## src/verilog/cgc_pkg.sv

```systemverilog
// Package with address map, field layout and timing constants of the colour graphics control block
package cgc_pkg;

  // ----------------------------------------------------------------
  // I/O address map
  // ----------------------------------------------------------------
  localparam int IO_ADDR_W = 10;
  localparam logic [9:0] ADDR_CRTC_INDEX_SELECT = 10'h3D4;
  localparam logic [9:0] ADDR_CRTC_DATA = 10'h3D5;
  localparam logic [9:0] ADDR_VIDEO_MODE_CONTROL = 10'h3D8;
  localparam logic [9:0] ADDR_PALETTE_BORDER_SELECT = 10'h3D9;
  localparam logic [9:0] ADDR_ADAPTER_STATUS = 10'h3DA;
  localparam logic [9:0] ADDR_PEN_LATCH_CLEAR_PORT = 10'h3DB;
  localparam logic [9:0] ADDR_PEN_LATCH_PRESET_PORT = 10'h3DC;

  // ----------------------------------------------------------------
  // Timing controller register indices
  // ----------------------------------------------------------------
  localparam int CRTC_REG_COUNT = 16;
  localparam logic [7:0] IDX_HORIZ_TOTAL_CHARS = 8'h00;
  localparam logic [7:0] IDX_HORIZ_DISPLAYED_CHARS = 8'h01;
  localparam logic [7:0] IDX_HORIZ_SYNC_POSITION = 8'h02;
  localparam logic [7:0] IDX_SYNC_PULSE_WIDTHS = 8'h03;
  localparam logic [7:0] IDX_VERT_TOTAL_ROWS = 8'h04;
  localparam logic [7:0] IDX_VERT_TOTAL_ADJUST = 8'h05;
  localparam logic [7:0] IDX_VERT_DISPLAYED_ROWS = 8'h06;
  localparam logic [7:0] IDX_VERT_SYNC_POSITION = 8'h07;
  localparam logic [7:0] IDX_INTERLACE_AND_SKEW = 8'h08;
  localparam logic [7:0] IDX_MAX_SCAN_LINE = 8'h09;
  localparam logic [7:0] IDX_CURSOR_FIRST_LINE = 8'h0A;
  localparam logic [7:0] IDX_CURSOR_LAST_LINE = 8'h0B;
  localparam logic [7:0] IDX_START_ADDR_HIGH = 8'h0C;
  localparam logic [7:0] IDX_START_ADDR_LOW = 8'h0D;
  localparam logic [7:0] IDX_CURSOR_ADDR_HIGH = 8'h0E;
  localparam logic [7:0] IDX_CURSOR_ADDR_LOW = 8'h0F;
  localparam logic [7:0] IDX_PEN_ADDR_HIGH = 8'h10;
  localparam logic [7:0] IDX_PEN_ADDR_LOW = 8'h11;

  // ----------------------------------------------------------------
  // Field layout, reset values and timing
  // ----------------------------------------------------------------
  localparam int BUF_ADDR_W = 14;
  localparam logic [1:0] CURSOR_HIDDEN_CODE = 2'h1;
  localparam int CURSOR_MODE_LSB = 5;
  localparam logic [4:0] VSYNC_LINES = 5'h10;
  localparam logic [5:0] MODE_RESET = 6'h00;
  localparam logic [5:0] COLOR_RESET = 6'h00;
  localparam logic [7:0] INDEX_RESET = 8'h00;

  typedef struct packed {
    logic blink_enable;
    logic hires_graphics;
    logic video_enable;
    logic monochrome;
    logic medres_graphics;
    logic text_80_col;
  } cgc_mode_type;

  typedef struct packed {
    logic cyan_magenta_white;
    logic intensified_set;
    logic [3:0] border_color;
  } cgc_color_type;

  typedef enum logic {FR_ROWS, FR_ADJUST} cgc_frame_type;

endpackage

```

## src/verilog/cgc_regs.sv

```systemverilog
// Host registers and raster timing controller of the colour graphics adapter
//
// Behaviour
// Six-bit write-only video mode register at I/O 3D8, not readable.
// Mode bit 0: 80-column text when 1, 40-column when 0.
// Mode bit 1: 320x200 graphics when 1, text when 0.
// Mode bit 2: monochrome output when 1, colour when 0.
// Mode bit 3: video output enabled when 1, suppressed when 0.
// Mode bit 4: 640x200 graphics when 1, other modes when 0.
// Mode bit 5: attribute top bit is blink when 1, background intensity when 0.
// Six-bit write-only colour choice register at I/O 3D9.
// Colour bits 0-3: border, medium background, high-resolution foreground colour.
// Colour bit 4: intensified alternate set in graphics, else text background.
// Colour bit 5: cyan/magenta/white palette when 1, green/red/brown when 0.
// Sixteen 8-bit timing registers reached through index port 3D4.
// Host writes index to 3D4 first, then value to 3D5.
// Four-bit read-only status register at I/O 3DA.
// Status bit 0 high while controller is not fetching display buffer.
// Status bit 1 high once light pen trigger latch is set.
// Status bit 2 high while pen switch open, low when closed.
// Status bit 3 high during the whole vertical retrace.
// Any access to 3DC presets pen latch, to 3DB clears it.
// Register 0 is total characters minus one; register 1 displayed count.
// Vertical sync lasts 16 lines; horizontal sync width 1-15 from register 3.
// Registers 12/13 give start address, 14/15 cursor address, low byte second.
// Data port writes with index above 15 are ignored.
`timescale 1ns/1ps

module cgc_regs #(
  parameter int CHAR_CLK_DIV = 8
) (
  input wire logic REF_CLK,
  input wire logic RESET,
  input wire logic [cgc_pkg::IO_ADDR_W-1:0] IO_ADDR,
  input wire logic [7:0] IO_DATA_IN,
  output logic [7:0] IO_DATA_OUT,
  output logic IO_DATA_OE,
  input wire logic IO_READ_N,
  input wire logic IO_WRITE_N,
  input wire logic IO_AEN,
  input wire logic PEN_TRIGGER,
  input wire logic PEN_SWITCH_CLOSED,
  output cgc_pkg::cgc_mode_type MODE_CTRL,
  output cgc_pkg::cgc_color_type COLOR_SEL,
  output logic HSYNC,
  output logic VSYNC,
  output logic DISPLAY_ACTIVE,
  output logic VIDEO_ON,
  output logic CURSOR_ACTIVE,
  output logic [cgc_pkg::BUF_ADDR_W-1:0] BUF_ADDR,
  output logic [4:0] SCAN_LINE
);
  import cgc_pkg::*;

  // ----------------------------------------------------------------
  // Pin synchronisers
  // ----------------------------------------------------------------
  logic [IO_ADDR_W-1:0] addr_s1_reg, addr_s2_reg;
  logic [7:0] data_s1_reg, data_s2_reg;
  logic rd_n_s1_reg, rd_n_s2_reg, rd_n_s3_reg;
  logic wr_n_s1_reg, wr_n_s2_reg, wr_n_s3_reg;
  logic trig_s1_reg, trig_s2_reg, trig_s3_reg;
  logic aen_s1_reg, aen_s2_reg, sw_s1_reg, sw_s2_reg;

  // Sampling through reset keeps real pin levels, so no false edge at release
  always_ff @(posedge REF_CLK) begin
    addr_s1_reg <= IO_ADDR;
    addr_s2_reg <= addr_s1_reg;
    data_s1_reg <= IO_DATA_IN;
    data_s2_reg <= data_s1_reg;
    rd_n_s1_reg <= IO_READ_N;
    rd_n_s2_reg <= rd_n_s1_reg;
    rd_n_s3_reg <= rd_n_s2_reg;
    wr_n_s1_reg <= IO_WRITE_N;
    wr_n_s2_reg <= wr_n_s1_reg;
    wr_n_s3_reg <= wr_n_s2_reg;
    aen_s1_reg <= IO_AEN;
    aen_s2_reg <= aen_s1_reg;
    trig_s1_reg <= PEN_TRIGGER;
    trig_s2_reg <= trig_s1_reg;
    trig_s3_reg <= trig_s2_reg;
    sw_s1_reg <= PEN_SWITCH_CLOSED;
    sw_s2_reg <= sw_s1_reg;
  end

  logic wr_strobe, rd_strobe, rd_active, pen_trig_rise;
  assign wr_strobe = !wr_n_s2_reg && wr_n_s3_reg && !aen_s2_reg;
  assign rd_strobe = !rd_n_s2_reg && rd_n_s3_reg && !aen_s2_reg;
  assign rd_active = !rd_n_s2_reg && !aen_s2_reg;
  assign pen_trig_rise = trig_s2_reg && !trig_s3_reg;

  // ----------------------------------------------------------------
  // Mode, colour and index registers
  // ----------------------------------------------------------------
  cgc_mode_type mode_reg;
  cgc_color_type color_reg;
  logic [7:0] index_reg;

  always_ff @(posedge REF_CLK) begin
    if (RESET) begin
      mode_reg <= MODE_RESET;
      color_reg <= COLOR_RESET;
      index_reg <= INDEX_RESET;
    end else if (wr_strobe) begin
      if (addr_s2_reg == ADDR_VIDEO_MODE_CONTROL) begin
        mode_reg <= data_s2_reg[5:0];
      end else if (addr_s2_reg == ADDR_PALETTE_BORDER_SELECT) begin
        color_reg <= data_s2_reg[5:0];
      end else if (addr_s2_reg == ADDR_CRTC_INDEX_SELECT) begin
        index_reg <= data_s2_reg;
      end
    end
  end

  assign MODE_CTRL = mode_reg; // see R02 see R03 see R04 see R06
  assign COLOR_SEL = color_reg; // see R09 see R10

  // ----------------------------------------------------------------
  // Timing controller register file
  // ----------------------------------------------------------------
  logic [7:0] crtc_reg [CRTC_REG_COUNT];

  always_ff @(posedge REF_CLK) begin
    if (RESET) begin
      for (int i = 0; i < CRTC_REG_COUNT; i++) begin
        crtc_reg[i] <= 8'h00;
      end
    end else if (wr_strobe && addr_s2_reg == ADDR_CRTC_DATA && index_reg < 8'(CRTC_REG_COUNT)) begin // see R13
      crtc_reg[index_reg[3:0]] <= data_s2_reg;
    end
  end

  logic [7:0] h_total, h_disp, h_sync_pos, v_total, v_disp, v_sync_pos;
  logic [3:0] h_sync_width;
  logic [6:0] v_adjust;
  logic [4:0] max_scan;
  logic [BUF_ADDR_W-1:0] start_addr, cursor_addr;
  assign h_total = crtc_reg[IDX_HORIZ_TOTAL_CHARS[3:0]];
  assign h_disp = crtc_reg[IDX_HORIZ_DISPLAYED_CHARS[3:0]];
  assign h_sync_pos = crtc_reg[IDX_HORIZ_SYNC_POSITION[3:0]];
  assign h_sync_width = crtc_reg[IDX_SYNC_PULSE_WIDTHS[3:0]][3:0];
  assign v_total = crtc_reg[IDX_VERT_TOTAL_ROWS[3:0]];
  assign v_adjust = crtc_reg[IDX_VERT_TOTAL_ADJUST[3:0]][6:0];
  assign v_disp = crtc_reg[IDX_VERT_DISPLAYED_ROWS[3:0]];
  assign v_sync_pos = crtc_reg[IDX_VERT_SYNC_POSITION[3:0]];
  assign max_scan = crtc_reg[IDX_MAX_SCAN_LINE[3:0]][4:0];
  assign start_addr = {crtc_reg[IDX_START_ADDR_HIGH[3:0]][5:0], crtc_reg[IDX_START_ADDR_LOW[3:0]]};
  assign cursor_addr = {crtc_reg[IDX_CURSOR_ADDR_HIGH[3:0]][5:0], crtc_reg[IDX_CURSOR_ADDR_LOW[3:0]]};

  // ----------------------------------------------------------------
  // Character clock divider
  // ----------------------------------------------------------------
  logic [7:0] div_reg;
  logic char_tick;
  assign char_tick = (div_reg == 8'(CHAR_CLK_DIV - 1));

  always_ff @(posedge REF_CLK) begin
    if (RESET || char_tick) begin
      div_reg <= 8'h00;
    end else begin
      div_reg <= div_reg + 8'h01;
    end
  end

  // ----------------------------------------------------------------
  // Horizontal counter and sync
  // ----------------------------------------------------------------
  logic [7:0] h_reg;
  logic [3:0] hs_cnt_reg;
  logic line_end;
  assign line_end = char_tick && (h_reg == h_total);

  always_ff @(posedge REF_CLK) begin
    if (RESET || line_end) begin
      h_reg <= 8'h00;
    end else if (char_tick) begin
      h_reg <= h_reg + 8'h01;
    end
  end

  always_ff @(posedge REF_CLK) begin
    if (RESET) begin
      hs_cnt_reg <= 4'h0;
    end else if (char_tick) begin
      if (h_reg == h_sync_pos) begin
        hs_cnt_reg <= h_sync_width;
      end else if (hs_cnt_reg != 4'h0) begin
        hs_cnt_reg <= hs_cnt_reg - 4'h1;
      end
    end
  end

  // ----------------------------------------------------------------
  // Vertical sequencer
  // ----------------------------------------------------------------
  cgc_frame_type frame_reg;
  logic [7:0] row_reg;
  logic [6:0] scan_reg;
  logic [4:0] vs_cnt_reg;
  logic [BUF_ADDR_W-1:0] row_addr_reg;
  logic row_end, frame_end;
  assign row_end = line_end && frame_reg == FR_ROWS && scan_reg[4:0] == max_scan;
  assign frame_end = line_end && ((frame_reg == FR_ADJUST && scan_reg == v_adjust - 7'h01)
    || (row_end && row_reg == v_total && v_adjust == 7'h00));

  always_ff @(posedge REF_CLK) begin
    if (RESET) begin
      frame_reg <= FR_ROWS;
      row_reg <= 8'h00;
      scan_reg <= 7'h00;
    end else if (frame_end) begin
      frame_reg <= FR_ROWS;
      row_reg <= 8'h00;
      scan_reg <= 7'h00;
    end else if (line_end) begin
      case (frame_reg)
        FR_ROWS: begin
          if (row_end) begin
            scan_reg <= 7'h00;
            if (row_reg == v_total) begin
              frame_reg <= FR_ADJUST;
            end else begin
              row_reg <= row_reg + 8'h01;
            end
          end else begin
            scan_reg <= scan_reg + 7'h01;
          end
        end
        FR_ADJUST: begin
          scan_reg <= scan_reg + 7'h01;
        end
        default: begin
          frame_reg <= FR_ROWS;
        end
      endcase
    end
  end

  always_ff @(posedge REF_CLK) begin
    if (RESET) begin
      vs_cnt_reg <= 5'h00;
    end else if (row_end && row_reg + 8'h01 == v_sync_pos) begin
      vs_cnt_reg <= VSYNC_LINES;
    end else if (line_end && vs_cnt_reg != 5'h00) begin
      vs_cnt_reg <= vs_cnt_reg - 5'h01;
    end
  end

  always_ff @(posedge REF_CLK) begin
    if (RESET) begin
      row_addr_reg <= '0;
    end else if (frame_end) begin
      row_addr_reg <= start_addr;
    end else if (row_end) begin
      row_addr_reg <= row_addr_reg + BUF_ADDR_W'(h_disp);
    end
  end

  // ----------------------------------------------------------------
  // Raster outputs
  // ----------------------------------------------------------------
  logic disp_now;
  logic [BUF_ADDR_W-1:0] addr_now;
  logic [7:0] cur_first, cur_last;
  assign disp_now = frame_reg == FR_ROWS && h_reg < h_disp && row_reg < v_disp;
  assign addr_now = row_addr_reg + BUF_ADDR_W'(h_reg);
  assign cur_first = crtc_reg[IDX_CURSOR_FIRST_LINE[3:0]];
  assign cur_last = crtc_reg[IDX_CURSOR_LAST_LINE[3:0]];

  logic disp_reg, hsync_reg, vsync_reg, cursor_reg;
  logic [BUF_ADDR_W-1:0] buf_addr_reg;
  logic [4:0] scan_out_reg;

  always_ff @(posedge REF_CLK) begin
    if (RESET) begin
      disp_reg <= 1'b0;
      hsync_reg <= 1'b0;
      vsync_reg <= 1'b0;
      cursor_reg <= 1'b0;
      buf_addr_reg <= '0;
      scan_out_reg <= 5'h00;
    end else begin
      disp_reg <= disp_now;
      hsync_reg <= hs_cnt_reg != 4'h0;
      vsync_reg <= vs_cnt_reg != 5'h00;
      cursor_reg <= disp_now && addr_now == cursor_addr
        && cur_first[CURSOR_MODE_LSB +: 2] != CURSOR_HIDDEN_CODE
        && scan_reg[4:0] >= cur_first[4:0] && scan_reg[4:0] <= cur_last[4:0];
      buf_addr_reg <= addr_now;
      scan_out_reg <= scan_reg[4:0];
    end
  end

  assign HSYNC = hsync_reg;
  assign VSYNC = vsync_reg;
  assign DISPLAY_ACTIVE = disp_reg;
  assign VIDEO_ON = disp_reg && mode_reg.video_enable;
  assign CURSOR_ACTIVE = cursor_reg;
  assign BUF_ADDR = buf_addr_reg;
  assign SCAN_LINE = scan_out_reg;

  // ----------------------------------------------------------------
  // Light pen latch and captured address
  // ----------------------------------------------------------------
  logic pen_latch_reg;
  logic [BUF_ADDR_W-1:0] pen_addr_reg;
  logic io_access;
  assign io_access = wr_strobe || rd_strobe;

  always_ff @(posedge REF_CLK) begin
    if (RESET) begin
      pen_latch_reg <= 1'b0;
    end else if (pen_trig_rise || (io_access && addr_s2_reg == ADDR_PEN_LATCH_PRESET_PORT)) begin
      pen_latch_reg <= 1'b1;
    end else if (io_access && addr_s2_reg == ADDR_PEN_LATCH_CLEAR_PORT) begin
      pen_latch_reg <= 1'b0;
    end
  end

  always_ff @(posedge REF_CLK) begin
    if (RESET) begin
      pen_addr_reg <= '0;
    end else if (pen_trig_rise && !pen_latch_reg) begin
      pen_addr_reg <= buf_addr_reg;
    end
  end

  // ----------------------------------------------------------------
  // Read path
  // ----------------------------------------------------------------
  logic [7:0] status_val;
  assign status_val = {4'h0, vsync_reg, !sw_s2_reg, pen_latch_reg, !disp_reg}; // see R14 see R15 see R16 see R17

  logic [7:0] rd_data_reg;
  logic rd_oe_reg;

  always_ff @(posedge REF_CLK) begin
    if (RESET) begin
      rd_data_reg <= 8'h00;
      rd_oe_reg <= 1'b0;
    end else if (rd_active && addr_s2_reg == ADDR_ADAPTER_STATUS) begin
      rd_data_reg <= status_val;
      rd_oe_reg <= 1'b1;
    end else if (rd_active && addr_s2_reg == ADDR_CRTC_DATA) begin
      rd_oe_reg <= 1'b1;
      if (index_reg == IDX_CURSOR_ADDR_HIGH || index_reg == IDX_CURSOR_ADDR_LOW) begin
        rd_data_reg <= crtc_reg[index_reg[3:0]];
      end else if (index_reg == IDX_PEN_ADDR_HIGH) begin
        rd_data_reg <= {2'h0, pen_addr_reg[13:8]};
      end else if (index_reg == IDX_PEN_ADDR_LOW) begin
        rd_data_reg <= pen_addr_reg[7:0];
      end else begin
        rd_data_reg <= 8'h00;
      end
    end else begin
      rd_data_reg <= 8'h00;
      rd_oe_reg <= 1'b0;
    end
  end

  assign IO_DATA_OUT = rd_data_reg;
  assign IO_DATA_OE = rd_oe_reg;

endmodule // cgc_regs

```

## config.mk

```make
export PLATFORM = sky130hd
export DESIGN_NAME = cgc_regs
export DESIGN_NICKNAME = d
export VERILOG_FILES = /design/src/verilog/cgc_pkg.sv /design/src/verilog/cgc_regs.sv
export SDC_FILE = /design/constraint.sdc
export NUM_CORES = 1
export LEC_CHECK = 0
export BUFFER_PORTS_ARGS = -buffer_cell sky130_fd_sc_hd__buf_2
export CAP_MARGIN = 0
export CORE_MARGIN = 2
export CORE_UTILIZATION = 44
export CTS_CLUSTER_DIAMETER = 30
export CTS_CLUSTER_SIZE = 40
export DETAILED_ROUTE_END_ITERATION = 10
export GPL_TIMING_DRIVEN = 0
export SLEW_MARGIN = 20
export SYNTH_ARGS = -nofsm -noshare
export SYNTH_HDL_FRONTEND = slang
export SYNTH_SLANG_ARGS = --single-unit
```

## constraint.sdc

```tcl
create_clock -name REF_CLK -period 6.8 [get_ports REF_CLK]
set_input_delay 0.68 -clock REF_CLK [delete_from_list [all_inputs] [get_ports REF_CLK]]
set_output_delay 0.68 -clock REF_CLK [all_outputs]
set_load 0.1 [all_outputs]
```

# [Word level (Yosys, flattened, before mapping)]
# Memory sizes are Yosys's and may differ from the RTL's. A register that Yosys moved wholly into a read port is not among the register bits.
# Index checks and enable logic that the tools add are counted.
[word_totals] ram_bits=128 mem_count=1 regBits=171 wordCells=175 inputBits=25
[classes] bitwise=5 eq_ne=20 reduce_logical=58 muxes=30 order_cmp=5 n_addsub=9
[mem_list] name="crtc_reg" depth=16 width=8 rd=16 rd_clocked_by_memory_dff=1 write_ports=16 line_no="cgc_regs.sv:121" text="logic [7:0] crtc_reg [CRTC_REG_COUNT];"
[ops] operator="equality test 10 bit, second input constant" count=7
[ops] operator="equality test 8 bit" count=4
[ops] operator="2-to-1 mux 8 bit" count=4
[ops] operator="logical AND 1 bit" count=29
[ops] operator="adder 14 x 8 -> 14 bit" count=2
[ops] operator="2-to-1 mux 14 bit" count=2
[ops] operator="2-to-1 mux 4 bit" count=7
[ops] operator="adder 8 x 1 -> 8 bit, second input constant" count=3
[ops] operator="equality test 8 x 4 -> 1 bit, second input constant" count=2
[ops] operator="equality test 8 x 5 -> 1 bit, second input constant" count=2
[ops] operator="< comparator 8 bit" count=2
[ops] operator="equality test 14 bit" count=1
[ops] operator="one-hot mux 7 bit (2 select lines)" count=1
[ops] operator="2-to-1 mux 1 bit" count=13
[ops] operator="2-to-1 mux 5 bit" count=2
[ops] operator="equality test 8 x 3 -> 1 bit, second input constant" count=1
[ops] operator="< comparator 8 x 5 -> 1 bit, second input constant" count=1
[ops] operator="AND reduction 4 bit" count=2
[ops] operator="nonzero test 2 bit" count=4
[ops] operator="OR reduction 8 bit" count=1
[ops] operator="adder 7 x 1 -> 7 bit, second input constant" count=1
[ops] operator="equality test 7 bit" count=1
[ops] operator="zero test 1 bit" count=7
[ops] operator="zero test 7 bit" count=1
[ops] operator="other kinds (16)" count=27

# [Longest topological paths before layout]
[depth] word_depth=10 ltp_mapped=12 depth_no_buf=10

# [Least setup slack after synthesis]
# Ideal clock, no wire load.
[synth_timing] path_kind="reg2reg" startpoint="register h_reg[1]" endpoint="register cursor_reg, in the netlist CURSOR_ACTIVE" n_path_buf=1 synth_period_minus_slack_ps=2646 arrival_ps=2554 path_stages_with_launch=11 path_slack_ps=4154 setup_ps=92 cell_sequence="dfxtp_1 -> clkbuf_1 -> inv_1 -> fa_1 -> nor2b_1 -> o221ai_2 -> a31oi_1 -> xnor2_1 -> o22ai_1 -> a2111o_1 -> nor4_1"
[synth_between] elab_chain_len=7 word_cells_on_any_way=9 classes_between="1 x add/sub; 1 x order compare; 1 x eq/ne; 6 x reduce/logical"
[synth_lines] item="from (decl)" line_no="cgc_regs.sv:168" text="logic [7:0] h_reg;"
[synth_lines] item="from (signal assigned)" line_no="cgc_regs.sv:177" text="h_reg <= h_reg + 8'h01;"
[synth_lines] item="parallel branches: the longest is 3 deep, another holds adder 14 x 8 -> 14 bit"
[synth_lines] item="logical AND 1 bit *" line_no="cgc_regs.sv:286" text="cursor_reg <= disp_now && addr_now == cursor_addr"
[synth_lines] item="logical AND 1 bit *" line_no="cgc_regs.sv:287" text="&& cur_first[CURSOR_MODE_LSB +: 2] != CURSOR_HIDDEN_CODE"
[synth_lines] item="logical AND 1 bit * (2 in series)" line_no="cgc_regs.sv:288" text="&& scan_reg[4:0] >= cur_first[4:0] && scan_reg[4:0] <= cur_last[4:0];"
[synth_lines] item="to (signal assigned)" line_no="cgc_regs.sv:286"
[synth_lines] item="to (decl)" line_no="cgc_regs.sv:270" text="logic disp_reg, hsync_reg, vsync_reg, cursor_reg;"
# Mark *: on every way between the ends.
# A chain may end at the register's enable or synchronous reset.

==> results by group <==
Run status
  – Status: completed

Timing
  – Slew @ Worst Pin: 1.10 ns
  – Final worst slack: 2.96 ns
  – Max Clock Freq: 260 MHz
  – Setup Skew: 0.0244 ns
  – Final hold viol count: 0
  – Slew margin rel.: 26.2%
  – RSZ-0062 raised after global routing: no
  – Period utilization: 56.5%
  – Pins Over Slew Limit: 0
  – Sum Neg Setup Slack: 0 ns
  – Final setup violation count: 0
  – Tmin final: 3.84 ns

Power and ir drop
  – Max VDD drop: 0.303 mV
  – Pleak: 7.05 nW
  – Power Dens Cells: 312 mW/mm²
  – Total Power: 5.63 mW

Floorplanning
  – Core area: 0.0326 mm²
  – Num rows: 66
  – Die height: 186 µm
  – Die Span X: 186 µm
  – Initial Util: 44.9%
  – Die area: 0.0348 mm²
  – Boundary Pins: 70

Clock network
  – H-tree depth: 3
  – Worst-path clk slew: 0.05 ns
  – # hold bufs at CTS: 0
  – CTS tree: built
  – Post-CTS Setup Repair Bufs: 0
  – CTS Sinks: 303
  – Root Driver: clkbuf_16
  – Worst-skew pair later-pin latency: 0.57 ns
  – Num CTS Buffers: 67
  – Post-cts resize count: 0
  – Clk buf depth: 3

Finish
  – Multi-input logic area: 0.00677 mm²
  – Final Util: 55.2%
  – Filler cell count: 2805
  – Register area: 0.00735 mm²
  – Area Overhead vs Synth: 23.0%
  – Layout cells sized above 1: 17.3%
  – Max reg flops: 128
  – Layout Nets: 1566

Synthesis
  – Post-Synth Adder-Cell Area: 4.55%
  – Mapped cell area: 0.0146 mm²
  – Synthesized netlist cell count: 1352
  – Synth top cells by count: dfxtp_1 (175), and2_1 (135), edfxtp_1 (128), nor2_1 (125), nand2_1 (87)
  – Top cells by area, synth: edfxtp_1 (26%), dfxtp_1 (24%), mux4_2 (6.0%)
  – Syn Nets: 1429
  – Most common cell in the synthesized netlist: dfxtp_1
  – Seq cells post-synth: 303
  – Post-synthesis compound-gate area fraction: 7.82%
  – Number of synthesized flops with an enable pin: 128
  – Mux cell area share after synthesis: 7.89%
  – Ys flop type: dfxtp_1
  – Post-synth top area cell: edfxtp_1
  – Syn Area/Cell: 10.8 µm²
  – Ys async rst share: 0%
  – Synth Area in Simple Gates: 19.2%
  – Cell variety after synth: 79
  – Fraction of the yosys area taken by sequential cells: 50.2%
  – Yosys top cell area share: 26.2%
  – Largest family of logic cells by synthesized area: simple AND/OR/NAND/NOR gates
  – Yosys warns: 0
  – Post-Synth XOR/XNOR Area: 6.77%

Global route
  – Pin count of the biggest net entering global routing: 11
  – First-pass GRT wire length: 66400 µm
  – All-layer global routing usage: 25.2%
  – Initial antenna violation count: 1
  – Gr ovfl total: 0
  – Vias in the first global route: 10900

Placed design
  – Pre-CTS WS: 2.51 ns
  – IO buf count: 68
  – Post-DP HPWL: 32000 µm
  – GPL Wtd Cong: 0.927

Routing
  – Vias/cell: 5.57
  – DR pass1 iterations: 7
  – First DRT Iteration DRCs: 966
  – Vias: 11100
  – WL/cell: 21.9 µm
  – Drt drc: 0
  – Post-route ant nets: 0
  – Detailed Route WL: 43400 µm

Setup path
  – CP arrival: 4.09 ns
  – Reg2reg end: vs_cnt_reg[2]
  – Crit-path max FO: 10
  – Reg2Reg Depth: 8
  – Worst EP required: 7.04 ns
  – WS Path Type: in2reg
  – R2r startpoint: div_reg[0]
  – R2R setup slack: 3.16 ns
  – Startpoint Class: input pin
  – Critical path endpoint category: flip-flop

Min path
  – Hold WC Path Type: in2reg
  – Hold Path Depth: 1
  – HP Start: IO_DATA_IN[7]
  – Worst Hold Path EP: data_s1_reg[7]

Run
  – Maxcap violations: 0
==> stage by stage <==
| stage | instance area [µm²] | std cells | hold WS [ns] |
|---|---|---|---|
| after floorplan | 14600 | 1352 | 0.310 |
| after global placement | 15500 | 1862 | 0.310 |
| after detailed placement | 15500 | 1862 | 0.312 |
| after CTS | 18000 | 1986 | 0.200 |
| after global routing | 18000 | 1986 | 0.201 |
| final | 18000 | 1987 | 0.221 |
==> kinds of logic (layout without fill, tap and decap cells) <==
group,Yosys count,count (layout)
simple gates,529,529
buf+inv,120,312
fa+ha+maj,52,52
mux,65,65
xor+xnor,110,110
compound gates,173,173
flops,303,303
other cells,0,1
==> where the power goes <==
| part | switching (mW) | total, mW | internal [mW] |
|---|---|---|---|
| clock network | 1.05 | 3.48 | 2.43 |
| registers | 0.0446 | 1.99 | 1.95 |
| logic | 0.102 | 0.156 | 0.0537 |
| total | 1.20 | 5.63 | 4.43 |
==> final cells by class <==
cell class / instances / area share [%]
flip-flops and latches: 303 / 40.8
multi-input cells: 929 / 37.6
clock buffers: 87 / 10.8
well taps: 442 / 3.07
clock inverters: 37 / 2.93
plain buffers: 77 / 2.07
repair buffers: 68 / 1.89
inverters: 43 / 0.896
diodes: 1 / 0.0139
==> metal layers <==
metal / track usage, % / part of all wire, % / vias to the layer above
met5: 0 / 0 / -
met4: 11.0 / 3.7 / 0
met3: 4.25 / 7.1 / 79
met2: 39.2 / 45 / 451
met1: 34.9 / 44 / 5410
li1: - / - / 5128
==> critical path, stage by stage <==
cell and delay, ns:
clkbuf_1 0.39, inv_1 0.22, clkbuf_1 0.74, and4b_1 0.37, nand3b_1 0.32, nor3_1 0.94, or2_2 0.41
==> worst max path at each step <==
stage / end / start
6_report: crtc_reg[2][6] / RESET
5_1_grt: crtc_reg[2][6] / RESET
4_1_cts: crtc_reg[2][6] / RESET
3_5_place_dp: crtc_reg[2][4] / RESET
3_3_place_gp: crtc_reg[3][4] / RESET
2_1_floorplan: CURSOR_ACTIVE / h_reg[1]
==> placed cells by master (no fill, tap or decap), types with 39 or more instances in the layout <==
cell type    n
a21oi_1     53
dfxtp_1    175
edfxtp_1   128
xnor2_1     69
mux4_2      39
buf_2       71
xor2_1      39
and2_1     135
clkbuf_1    63
nor2_1     125
inv_1       43
nand2_1     87
clkbuf_16   71
ha_1        50
Note: power is estimated with default switching activity, not from simulation.
